[src/core/mrz_pkg.sv]
// package: field layout, codes and reset values of mode register zero
package mrz_pkg;

    localparam int MR_WIDTH = 22;
    localparam logic [21:0] MODE_RESET = 22'h00_0000;
    // decoded fields of the reset value, so outputs agree with the stored codes
    localparam logic [4:0] WR_RESET_CLOCKS = 5'h0a;
    localparam logic [3:0] RTP_RESET_CLOCKS = 4'h5;
    localparam logic [5:0] CL_RESET_CLOCKS = 6'h09;

    // field positions within the register
    localparam int SEL_LSB = 18;
    localparam int SEL_MSB = 20;
    localparam int RSV_HI_BIT = 21;
    localparam int RSV_LO_BIT = 17;
    localparam int WR_HI_BIT = 13;
    localparam int CL_HI_BIT = 12;
    localparam int WR_LO_MSB = 11;
    localparam int WR_LO_LSB = 9;
    localparam int DLL_BIT = 8;
    localparam int TEST_BIT = 7;
    localparam int CL_MID_MSB = 6;
    localparam int CL_MID_LSB = 4;
    localparam int ORDER_BIT = 3;
    localparam int CL_LO_BIT = 2;
    localparam int BSIZE_MSB = 1;
    localparam int BSIZE_LSB = 0;

    // register index codes carried on the select field
    localparam logic [2:0] SEL_ZERO = 3'h0;
    localparam logic [2:0] SEL_FORBIDDEN = 3'h7;

    // command pins packed as {cke, cs_n, act_n, ras_n, cas_n, we_n}
    localparam int CMD_WIDTH = 6;
    localparam logic [5:0] CMD_IDLE = 6'h1f;
    localparam logic [5:0] CMD_MRS = 6'h28;

    // address pins packed as {bg1, bg0, ba1, ba0, a17, a13..a0}
    localparam int ADDR_WIDTH = 19;
    localparam logic [18:0] ADDR_RESET = 19'h0_0000;

    // default support sets: every defined code is present
    localparam logic [15:0] WR_SUPPORT_ALL = 16'h03ff;
    localparam logic [31:0] CL_SUPPORT_ALL = 32'h00fb_ffff;

    typedef enum logic [1:0] {
        BSIZE_FIXED_EIGHT = 2'h0,
        BSIZE_ON_THE_FLY = 2'h1,
        BSIZE_FIXED_FOUR = 2'h2,
        BSIZE_RESERVED = 2'h3
    } mrz_burst_size_type;

endpackage

[src/core/mrz_mode_reg_zero.sv]
// mode register zero: command decode, storage and field decode
`timescale 1ns/1ps

module mrz_mode_reg_zero #(
    parameter logic [15:0] WR_SUPPORTED = mrz_pkg::WR_SUPPORT_ALL,
    parameter logic [31:0] CL_SUPPORTED = mrz_pkg::CL_SUPPORT_ALL
) (
    input wire logic clock,
    input wire logic rst_n,
    input wire logic pin_cke,
    input wire logic pin_cs_n,
    input wire logic pin_act_n,
    input wire logic pin_ras_n,
    input wire logic pin_cas_n,
    input wire logic pin_we_n,
    input wire logic [1:0] pin_bg,
    input wire logic [1:0] pin_ba,
    input wire logic pin_a17,
    input wire logic [13:0] pin_a,
    output logic [21:0] mode_reg_zero,
    output logic other_reg_write,
    output logic [2:0] other_reg_index,
    output logic [4:0] write_gap_clocks,
    output logic [3:0] read_to_precharge_gap,
    output logic [5:0] read_delay_clocks,
    output logic burst_order_select,
    output logic [1:0] burst_size_select,
    output logic vendor_test_select,
    output logic dll_reset_pulse,
    output logic setting_reserved,
    output logic setting_unsupported
);

    logic [5:0] cmd_s;
    logic [18:0] addr_s;
    logic [21:0] raw_value;
    logic [2:0] sel_code;
    logic mrs_hit;
    logic mrs_zero;

    logic [21:0] mode_q, mode_d;
    logic other_q, other_d;
    logic [2:0] index_q, index_d;
    logic dll_q, dll_d;
    logic [4:0] wr_q, wr_d;
    logic [3:0] rtp_q, rtp_d;
    logic [5:0] cl_q, cl_d;
    logic rsv_q, rsv_d;
    logic unsup_q, unsup_d;
    logic [3:0] wr_code;
    logic [4:0] cl_code;

    // pins arrive from outside; command pins reset with cke low and the rest high so reset cannot fake a write
    mrz_pin_sync #(
        .WIDTH(mrz_pkg::CMD_WIDTH),
        .RESET_VALUE(mrz_pkg::CMD_IDLE)
    ) u_cmd_sync (
        .clock(clock),
        .rst_n(rst_n),
        .pin_in({pin_cke, pin_cs_n, pin_act_n, pin_ras_n, pin_cas_n, pin_we_n}),
        .pin_sync(cmd_s)
    );

    mrz_pin_sync #(
        .WIDTH(mrz_pkg::ADDR_WIDTH),
        .RESET_VALUE(mrz_pkg::ADDR_RESET)
    ) u_addr_sync (
        .clock(clock),
        .rst_n(rst_n),
        .pin_in({pin_bg, pin_ba, pin_a17, pin_a}),
        .pin_sync(addr_s)
    );

    // write gap code to clocks, zero for reserved codes
    function automatic logic [4:0] wr_decode(input logic [3:0] code);
        logic [4:0] res;
        res = 5'h00;
        case (code)
            4'h0, 4'h1, 4'h2, 4'h3, 4'h4, 4'h5: res = 5'h0a + {code[3:0], 1'b0};
            4'h6: res = 5'h18;
            4'h7: res = 5'h16;
            4'h8: res = 5'h1a;
            4'h9: res = 5'h1c;
            default: res = 5'h00;
        endcase
        return res;
    endfunction

    // read delay code to clocks, zero for reserved codes
    function automatic logic [5:0] cl_decode(input logic [4:0] code);
        logic [5:0] res;
        res = 6'h00;
        case (code)
            5'h00, 5'h01, 5'h02, 5'h03,
            5'h04, 5'h05, 5'h06, 5'h07: res = 6'h09 + {3'h0, code[2:0]};
            5'h08, 5'h09, 5'h0a, 5'h0b: res = 6'h12 + {3'h0, code[1:0], 1'b0};
            5'h0c: res = 6'h17;
            5'h0d: res = 6'h11;
            5'h0e: res = 6'h13;
            5'h0f: res = 6'h15;
            5'h10: res = 6'h19;
            5'h11: res = 6'h1a;
            5'h13: res = 6'h1c;
            5'h14, 5'h15, 5'h16, 5'h17: res = 6'h1d + {4'h0, code[1:0]};
            default: res = 6'h00;
        endcase
        return res;
    endfunction

    // command decode: write is chip select low, act_n high, ras/cas/we low
    assign raw_value = {addr_s[18:14], 3'h0, addr_s[13:0]};
    assign sel_code = raw_value[mrz_pkg::SEL_MSB:mrz_pkg::SEL_LSB];
    assign mrs_hit = (cmd_s == mrz_pkg::CMD_MRS);
    assign mrs_zero = mrs_hit && (sel_code == mrz_pkg::SEL_ZERO);

    // next register value, pulses and decoded fields
    always_comb begin
        mode_d = mode_q;
        if (mode_q[mrz_pkg::DLL_BIT]) begin
            mode_d[mrz_pkg::DLL_BIT] = 1'b0;
        end
        other_d = 1'b0;
        index_d = index_q;
        dll_d = 1'b0;
        if (mrs_zero) begin
            mode_d = raw_value;
            dll_d = raw_value[mrz_pkg::DLL_BIT];
        end else if (mrs_hit && sel_code != mrz_pkg::SEL_FORBIDDEN) begin
            other_d = 1'b1;
            index_d = sel_code;
        end
        wr_code = {mode_d[mrz_pkg::WR_HI_BIT], mode_d[mrz_pkg::WR_LO_MSB:mrz_pkg::WR_LO_LSB]};
        cl_code = {mode_d[mrz_pkg::CL_HI_BIT], mode_d[mrz_pkg::CL_MID_MSB:mrz_pkg::CL_MID_LSB],
                   mode_d[mrz_pkg::CL_LO_BIT]};
        wr_d = wr_decode(wr_code);
        rtp_d = wr_d[4:1];
        cl_d = cl_decode(cl_code);
        // reserved values are flagged but still stored; behaviour is then undefined
        rsv_d = (wr_d == 5'h00) || (cl_d == 6'h00) || mode_d[mrz_pkg::RSV_HI_BIT]
                || mode_d[mrz_pkg::RSV_LO_BIT]
                || (mode_d[mrz_pkg::BSIZE_MSB:mrz_pkg::BSIZE_LSB]
                    == mrz_pkg::BSIZE_RESERVED);
        unsup_d = !WR_SUPPORTED[wr_code] || !CL_SUPPORTED[cl_code];
    end

    // all state registers; decoded fields move in step with the stored value
    always_ff @(posedge clock) begin
        if (!rst_n) begin
            mode_q <= mrz_pkg::MODE_RESET;
            other_q <= 1'b0;
            index_q <= mrz_pkg::SEL_ZERO;
            dll_q <= 1'b0;
            // decoded fields reset to what the reset codes decode to
            wr_q <= mrz_pkg::WR_RESET_CLOCKS;
            rtp_q <= mrz_pkg::RTP_RESET_CLOCKS;
            cl_q <= mrz_pkg::CL_RESET_CLOCKS;
            rsv_q <= 1'b0;
            unsup_q <= 1'b0;
        end else begin
            mode_q <= mode_d;
            other_q <= other_d;
            index_q <= index_d;
            dll_q <= dll_d;
            wr_q <= wr_d;
            rtp_q <= rtp_d;
            cl_q <= cl_d;
            rsv_q <= rsv_d;
            unsup_q <= unsup_d;
        end
    end

    // outputs straight from flip-flops
    assign mode_reg_zero = mode_q;
    assign other_reg_write = other_q;
    assign other_reg_index = index_q;
    assign write_gap_clocks = wr_q;
    assign read_to_precharge_gap = rtp_q;
    assign read_delay_clocks = cl_q;
    assign burst_order_select = mode_q[mrz_pkg::ORDER_BIT];
    assign burst_size_select = mode_q[mrz_pkg::BSIZE_MSB:mrz_pkg::BSIZE_LSB];
    assign vendor_test_select = mode_q[mrz_pkg::TEST_BIT];
    assign dll_reset_pulse = dll_q;
    assign setting_reserved = rsv_q;
    assign setting_unsupported = unsup_q;

    // a write to register zero lands on the next edge with pins mapped in place
    property p_write_lands;
        @(posedge clock) disable iff (!rst_n)
        mrs_zero |=> (mode_q[13:0] == $past(addr_s[13:0]))
            && (mode_q[21:17] == $past(addr_s[18:14]));
    endproperty
    a_write_lands: assert property (p_write_lands) else $error("write not stored");

    // a write to another register leaves register zero alone
    property p_others_untouched;
        @(posedge clock) disable iff (!rst_n)
        (mrs_hit && sel_code != mrz_pkg::SEL_ZERO)
            |=> (mode_q[21:9] == $past(mode_q[21:9])) && (mode_q[7:0] == $past(mode_q[7:0]));
    endproperty
    a_others_untouched: assert property (p_others_untouched) else $error("wrong register");

    // the forbidden select code raises no write strobe anywhere
    property p_forbidden_ignored;
        @(posedge clock) disable iff (!rst_n)
        (mrs_hit && sel_code == mrz_pkg::SEL_FORBIDDEN) |=> !other_reg_write && $stable(mode_q);
    endproperty
    a_forbidden_ignored: assert property (p_forbidden_ignored) else $error("select 7 acted");

    // write gap pairs, checked at both ends of the table
    property p_wr_decode;
        @(posedge clock) disable iff (!rst_n)
        ({mode_q[13], mode_q[11:9]} == 4'h9 |-> write_gap_clocks == 5'h1c)
            and ({mode_q[13], mode_q[11:9]} == 4'h6 |-> write_gap_clocks == 5'h18)
            and ({mode_q[13], mode_q[11:9]} == 4'h0 |-> read_to_precharge_gap == 4'h5);
    endproperty
    a_wr_decode: assert property (p_wr_decode) else $error("write gap decode wrong");

    // low read delay codes count up from nine
    property p_cl_low;
        @(posedge clock) disable iff (!rst_n)
        ({mode_q[12], mode_q[6:4], mode_q[2]} < 5'h08)
            |-> read_delay_clocks == 6'h09 + {3'h0, mode_q[5:4], mode_q[2]};
    endproperty
    a_cl_low: assert property (p_cl_low) else $error("low read delay wrong");

    // irregular read delay codes
    property p_cl_high;
        @(posedge clock) disable iff (!rst_n)
        ({mode_q[12], mode_q[6:4], mode_q[2]} == 5'h0d |-> read_delay_clocks == 6'h11)
            and ({mode_q[12], mode_q[6:4], mode_q[2]} == 5'h13 |-> read_delay_clocks == 6'h1c)
            and ({mode_q[12], mode_q[6:4], mode_q[2]} == 5'h17 |-> read_delay_clocks == 6'h20);
    endproperty
    a_cl_high: assert property (p_cl_high) else $error("upper read delay wrong");

    // reserved burst size is always flagged
    property p_bsize_reserved;
        @(posedge clock) disable iff (!rst_n)
        $past(mrs_zero) && burst_size_select == mrz_pkg::BSIZE_RESERVED |-> setting_reserved;
    endproperty
    a_bsize_reserved: assert property (p_bsize_reserved) else $error("reserved size unflagged");

    // dll reset bit shows for one cycle with its pulse, then clears
    property p_dll_self_clear;
        @(posedge clock) disable iff (!rst_n)
        mode_q[8] && !mrs_zero |-> dll_reset_pulse ##1 !mode_q[8] && !dll_reset_pulse;
    endproperty
    a_dll_self_clear: assert property (p_dll_self_clear) else $error("dll bit stuck");

    // a read delay outside the support set is reported
    property p_unsupported;
        @(posedge clock) disable iff (!rst_n)
        $past(mrs_zero) && !CL_SUPPORTED[{mode_q[12], mode_q[6:4], mode_q[2]}]
            |-> setting_unsupported;
    endproperty
    a_unsupported: assert property (p_unsupported) else $error("unsupported unflagged");

endmodule // mrz_mode_reg_zero

[src/core/mrz_pin_sync.sv]
// two-stage synchroniser for a group of device pins
`timescale 1ns/1ps

module mrz_pin_sync #(
    parameter int WIDTH = 1,
    parameter logic [WIDTH-1:0] RESET_VALUE = '0
) (
    input wire logic clock,
    input wire logic rst_n,
    input wire logic [WIDTH-1:0] pin_in,
    output logic [WIDTH-1:0] pin_sync
);

    logic [WIDTH-1:0] stage1_q;
    logic [WIDTH-1:0] stage1_d;
    logic [WIDTH-1:0] stage2_q;
    logic [WIDTH-1:0] stage2_d;

    // first stage feeds only the second one
    always_comb begin
        stage1_d = pin_in;
        stage2_d = stage1_q;
    end

    // reset to the idle level so no false command is seen at release
    always_ff @(posedge clock) begin
        if (!rst_n) begin
            stage1_q <= RESET_VALUE;
            stage2_q <= RESET_VALUE;
        end else begin
            stage1_q <= stage1_d;
            stage2_q <= stage2_d;
        end
    end

    assign pin_sync = stage2_q;

endmodule // mrz_pin_sync

[config.mk]
export PLATFORM = sky130hd
export DESIGN_NAME = mrz_mode_reg_zero
export DESIGN_NICKNAME = d
export VERILOG_FILES = /design/src/core/mrz_pkg.sv /design/src/core/mrz_mode_reg_zero.sv /design/src/core/mrz_pin_sync.sv
export SDC_FILE = /design/constraint.sdc
export NUM_CORES = 1
export LEC_CHECK = 0
export BUFFER_PORTS_ARGS = -buffer_cell sky130_fd_sc_hd__buf_4
export CORE_MARGIN = 4
export CORE_UTILIZATION = 55
export CTS_CLUSTER_DIAMETER = 50
export DETAILED_ROUTE_END_ITERATION = 6
export PLACE_DENSITY = 0.87
export SLEW_MARGIN = 0
export SYNTH_ARGS = -nofsm -noshare
export SYNTH_HDL_FRONTEND = slang
export SYNTH_SLANG_ARGS = --single-unit
[constraint.sdc]
create_clock -name clock -period 6.7 [get_ports clock]
set_input_delay 1.34 -clock clock [delete_from_list [all_inputs] [get_ports clock]]
set_output_delay 1.34 -clock clock [all_outputs]
set_load 0.01 [all_outputs]
# Word level (Yosys, flattened, before mapping)
# Memory sizes are Yosys's and may differ from the RTL's.
# Cells that the tools add are included.
# word_totals
register_bits,90
rom_bits,48
input_bits,27
word_cells,85
memories,2
# memory_table
name,words,word_bits,read_ports,rd_clocked_by_memory_dff,write_ports,line,source
(no name shown),32,1,1,0,0,mrz_mode_reg_zero.sv:143,unsup_d = !WR_SUPPORTED[wr_code] || !CL_SUPPORTED[cl_code];
(no name shown),16,1,1,0,0,mrz_mode_reg_zero.sv:143,
# op_classes
add_sub_neg,4
order_cmp,2
eq_ne,34
muxes,6
n_bitwise,2
n_reduce_logical,21
# op_table
cell,n
case mux 6 bit (10 select lines),1
== test 5 x 4 -> 1 bit (second input constant),8
== test 5 bit (second input constant),7
case mux 5 bit (5 select lines),1
two-way mux 22 bit,1
== test 5 x 3 -> 1 bit (second input constant),4
== test 4 x 3 -> 1 bit (second input constant),4
== test 5 x 2 -> 1 bit (second input constant),2
zero test 5 bit,2
== test 4 x 2 -> 1 bit (second input constant),2
== test 4 bit (second input constant),2
OR reduction 4 bit,2
OR reduction 8 bit,1
adder 5 x 2 -> 6 bit (first input constant),1
adder 5 x 3 -> 6 bit (first input constant),1
== test 6 bit (second input constant),1
zero test 6 bit,1
less-than comparator 5 x 6 -> 1 bit (second input constant),1
OR reduction 6 bit,1
adder 4 x 3 -> 5 bit (first input constant),1
adder 4 x 5 -> 5 bit (first input constant),1
== test 5 x 1 -> 1 bit (second input constant),1
logical OR 1 bit,5
less-than comparator 4 x 5 -> 1 bit (second input constant),1
11 further kinds,17

# Longest topological paths before layout
# depth
depth_word,11
depth_mapped,14
ltp_nobuf,11

# Modules after synthesis
# From an unflattened synthesis, not the netlist that was laid out.
# unflattened
cells_unflattened,378
area_unflattened_um2,3585.9
# by_module_without_submodules
mod,instances,cells_per_inst,area_per_inst_um2,seq_area_each_um2
mrz_mode_reg_zero,1,273,2225.9,700.7
mrz_pin_sync (u_addr_sync),1,80,1037.2,760.7
mrz_pin_sync (u_cmd_sync),1,25,322.8,240.2

# Worst setup path before layout
# No wires, ideal clock.
# synth_timing
path_kind,register to register
from,reg u_cmd_sync.stage2_q[1] (netlist: u_cmd_sync.pin_sync[1])
to,reg rsv_q (netlist: setting_reserved)
setup_time_ns,0.084
arrival_ns,3.314
required_time_ns,6.616
setup_slack_ns,3.302
path_stages_with_launch,14
n_path_buf,3
period_less_slack_ns,3.398
path_cell_list,dfxtp_1 -> nor4b_1 -> nand3_1 -> clkbuf_1 -> clkbuf_1 -> mux2i_1 -> inv_1 -> ha_1 -> clkbuf_1 -> nor4_1 -> or2_2 -> o221a_2 -> nand4_1 -> o31ai_2
# synth_between
elab_chain_len,11
# synth_lines
item,line,source
start: declaration,mrz_pin_sync.sv:16,logic [WIDTH-1:0] stage2_q;
start signal: assignment,mrz_pin_sync.sv:32,stage2_q <= stage2_d;
== test 6 bit (*),mrz_mode_reg_zero.sv:113,assign mrs_hit = (cmd_s == mrz_pkg::CMD_MRS);
logical AND 1 bit (*),mrz_mode_reg_zero.sv:114,assign mrs_zero = mrs_hit && (sel_code == mrz_pkg::SEL_ZERO);
two-way mux 22 bit (*),mrz_mode_reg_zero.sv:125,if (mrs_zero) begin
net mode_d[2],mrz_mode_reg_zero.sv:41,"logic [21:0] mode_q, mode_d;"
branches (longest 2 deep; another with adder 5 x 2 -> 6 bit),n/a,
case mux 6 bit (10 select lines) (*),mrz_mode_reg_zero.sv:93,case (code)
zero test 6 bit (*),mrz_mode_reg_zero.sv:139,rsv_d = (wr_d == 5'h00) || (cl_d == 6'h00) || mode_d[mrz_pkg::RSV_HI_BIT]
logical OR 1 bit (*) (2 in series),mrz_mode_reg_zero.sv:139,
logical OR 1 bit (*),mrz_mode_reg_zero.sv:140,|| mode_d[mrz_pkg::RSV_LO_BIT]
logical OR 1 bit (*),mrz_mode_reg_zero.sv:141,|| (mode_d[mrz_pkg::BSIZE_MSB:mrz_pkg::BSIZE_LSB]
end signal: assignment,mrz_mode_reg_zero.sv:167,rsv_q <= rsv_d;
end: declaration,mrz_mode_reg_zero.sv:48,"logic rsv_q, rsv_d;"
# Mark *: on every way through the listed nets, which the timed path passes.
# A chain may end at the register's enable or synchronous reset.

# Final worst setup path
# Ends and elaborated chain as after synthesis.

==> summary.md <==
| Metric | Value |
|---|---|
| Chip Width | `between 80 and 90 µm` |
| Dpl cell area | `between 3000 and 4000 µm²` |
| Ys Warns | `0` |
| Number of I/O pins | `75` |
| Layout Cell Area excl Fill | `4190 µm²` |
| Worst hold path type | `flip-flop to flip-flop` |
| Asr flop ratio synth | `0%` |
| Post-CTS setup buffer count | `0` |
| Fmax | `0.288 GHz` |
| Crit path kind | `flip-flop to flip-flop` |
| Top cells by count, synth | `85 x dfxtp_1, 44 x and2_1, 30 x nor2_1` |
| Vias in the first global route | `2707` |
| Max_cap viols | `0` |
| Leakage | `1.88 nW` |
| CTS Buf Count | `9` |
| Wire per inst | `roughly 15 µm` |
| Hold-fix buffers, CTS | `0` |
| Post-synthesis sequential area ratio | `48.7%` |
| Detailed Route WL | `about 7400 µm` |
| Std-Cell Rows | `28` |
| N_diodes | `0` |
| Post-Place Worst Slack | `3.31 ns` |
| Crit Reg-Reg Endpoint | `setting_reserved$_SDFF_PN0_` |
| Finished Layout Cells | `about 510` |
| Util after Layout | `69.6%` |
| R2R Setup Slk | `3.23 ns` |
| Post-route ant nets | `0` |
| Total clock sinks | `85` |
| CP arrival | `between 3 and 4 ns` |
| Vias | `2744` |
| 1st-iter DRT viols | `193` |
| Synthesis-to-layout area growth | `20.0%` |
| Fraction of layout cells with a size suffix above 1 | `between 20% and 30%` |
| Hold depth | `1` |
| Pwr Density | `230 nW/µm²` |
| Setup TNS | `0 ns` |
| Worst r2r src | `u_cmd_sync.pin_sync[1]$_SDFF_PN1_` |
| CTS resizes | `0` |
| Synth top area cells | `dfxtp_1 49%, and2_1 7.9%, mux2i_1 4.3%` |
| #FFs+latches synth | `between 80 and 90` |
| Clock-pin slew on the worst setup and hold paths | `~0.080 ns` |
| GPL Wtd Cong | `0.943` |
| Max rail drop VDD | `0.000201 V` |
| TritonCTS clock tree | `done` |
| Vias per cell | `between 5 and 6` |
| Final setup fails | `0` |
| PnR Total Power | `between 0.9 and 1 mW` |
| Min Tclk post-route | `3.47 ns` |
| Drt drc | `0` |
| Status | `finished clean` |
| Hold path start | `u_cmd_sync.stage1_q[2]$_SDFF_PN1_` |
| Slew Viols, Final | `0` |
| Critical Path End Type | `flip-flop` |
| Die height | `87.7 µm` |
| First-pass GRT wire length | `~12000 µm` |
| Skew final | `0.00820 ns` |
| CTS Buffer Depth | `2` |
| CORE AREA | `6030 µm²` |
| Met2 wire length | `3700 µm` |
| CP max FO | `19` |
| Top sig layer | `met4` |
| Nets@finish | `464` |
| Post-synth top area share | `48.7%` |
| Number of synthesized flops with an enable pin | `0` |
| Synth Flop Type | `dfxtp_1` |
| Met3 wire len | `541 µm` |
| Worst slew margin | `between 40% and 50%` |
| All-Layer GR Usage | `20.2%` |
| Met1 Routed Length | `3070 µm` |
| Overflow left after global routing | `0` |
| Initial Util | `58.0%` |
| Worst setup SP type | `flip-flop` |
| Distinct cell type count after synthesis | `51` |
| Post-DP HPWL | `approximately 5200 µm` |
| RSZ-0062 raised after global routing | `no` |
| Worst setup margin | `3.23 ns` |
| Port bufs | `70` |
| Hold Path Sink | `u_cmd_sync.pin_sync[2]$_SDFF_PN1_` |
| Most frequent cell after synthesis | `dfxtp_1` |
| Inst Count DP | `492` |
| Mean Syn Cell Area | `about 9.4 µm²` |
| Post-synthesis cell area | `3490 µm²` |
| Cells after Synth | `373` |
| Number of H-tree levels | `3` |
| First drt pass iteration count | `4` |
| R2R depth | `11` |
| Die ar. | `7690 µm²` |
| Clock latency on the worst-skew pair | `approximately 0.35 ns` |
| Final Hold Slack | `0.414 ns` |
| Period utilization | `51.8%` |
| Final Hold Viols | `0` |
| Data required, critical path | `6.97 ns` |
| Yosys top cell by area | `dfxtp_1` |
| Root buffer cell | `clkbuf_8` |
| Largest net degree at the start of global routing | `63` |
| Antenna violations before repair | `0` |
| Slew @ Worst Pin | `0.771 ns` |
## critical path, cell delays in order (launching register included)
cell	delay [ns]
dfxtp_1	0.32
or4b_1	0.65
nor3_4	0.20
buf_4	0.29
mux2i_1	0.38
inv_1	0.12
ha_1	0.33
nor4_1	0.45
or2_2	0.19
o221a_2	0.18
nand4_1	0.10
o31ai_2	0.17
## power breakdown
| group | internal [mW] | total, mW | leakage [nW] | switching, mW |
|---|---|---|---|---|
| logic | 0.0202 | 0.0369 | 1.07 | 0.0167 |
| registers | 0.519 | 0.527 | 0.696 | 0.00781 |
| clock network | 0.213 | 0.400 | 0.107 | 0.186 |
| total | 0.753 | 0.963 | 1.88 | 0.211 |
## registers in the layout, indices dropped and copies added, names as in the netlist
signal,flops
dll_reset_pulse,1
u_addr_sync.pin_sync,19
u_addr_sync.stage1_q,19
other_reg_index,3
other_reg_write,1
setting_reserved,1
mode_reg_zero,18
u_cmd_sync.pin_sync,6
setting_unsupported,1
read_delay_clocks,6
u_cmd_sync.stage1_q,6
write_gap_clocks,4
## layer usage
| metal | vias to the layer above | track usage, % |
|---|---|---|
| met5 | - | 0 |
| met4 | 0 | 10.6 |
| met3 | 12 | 5.55 |
| met1 | 1275 | 23.0 |
| li1 | 1357 | - |
| met2 | 100 | 34.5 |
## logic make-up after synthesis
kind of cell	after synthesis	synth area share, %
simple gates	150	23.3
flops	85	48.7
mux	17	4.94
xor+xnor	1	0.251
compound gates	64	13.0
other cells	1	0.107
fa+ha+maj	9	3.22
buf+inv	46	6.41
## cell type report
class	count	area (µm²)
fillers	470	1830
well taps	75	93.8
clock buffers	10	128
inverters	15	56.3
multi-input cells	245	1580
repair buffers	72	541
clock inverters	6	93.8
flip-flops and latches	85	1700
## cell usage in the layout, fill, tap and decap left out, types with 3 or more instances in the layout
master | synthesis | final
or3_1 | 3 | 3
inv_1 | 15 | 15
and2_1 | 44 | 44
nand3_1 | 6 | 6
a221oi_1 | 3 | 3
buf_4 | 13 | 72
nand2b_1 | 17 | 17
nand2_1 | 22 | 22
o21ai_0 | 8 | 8
a21oi_1 | 18 | 18
conb_1 | 1 | 4
nor2_1 | 30 | 30
nor2b_1 | 5 | 5
nor4_1 | 3 | 3
nor3_1 | 5 | 5
and3_1 | 5 | 5
dfxtp_1 | 85 | 85
a211oi_1 | 7 | 7
o21a_1 | 3 | 3
ha_1 | 9 | 9
mux2i_1 | 15 | 15
clkbuf_8 | 0 | 9
## worst max-delay path by stage
stage | from | to | slack (ns) | cells after the start
5_1_grt | u_cmd_sync.pin_sync[1]$_SDFF_PN1_ | setting_reserved$_SDFF_PN0_ | 3.02 | 11
3_5_place_dp | u_cmd_sync.pin_sync[1]$_SDFF_PN1_ | setting_reserved$_SDFF_PN0_ | 3.31 | 11
4_1_cts | u_cmd_sync.pin_sync[1]$_SDFF_PN1_ | setting_reserved$_SDFF_PN0_ | 3.26 | 11
2_1_floorplan | u_cmd_sync.pin_sync[1]$_SDFF_PN1_ | setting_reserved$_SDFF_PN0_ | 3.30 | 13
3_3_place_gp | u_cmd_sync.pin_sync[1]$_SDFF_PN1_ | setting_reserved$_SDFF_PN0_ | 3.43 | 11
6_report | u_cmd_sync.pin_sync[1]$_SDFF_PN1_ | setting_reserved$_SDFF_PN0_ | 3.23 | 11
(Power assumes the default switching activity.)
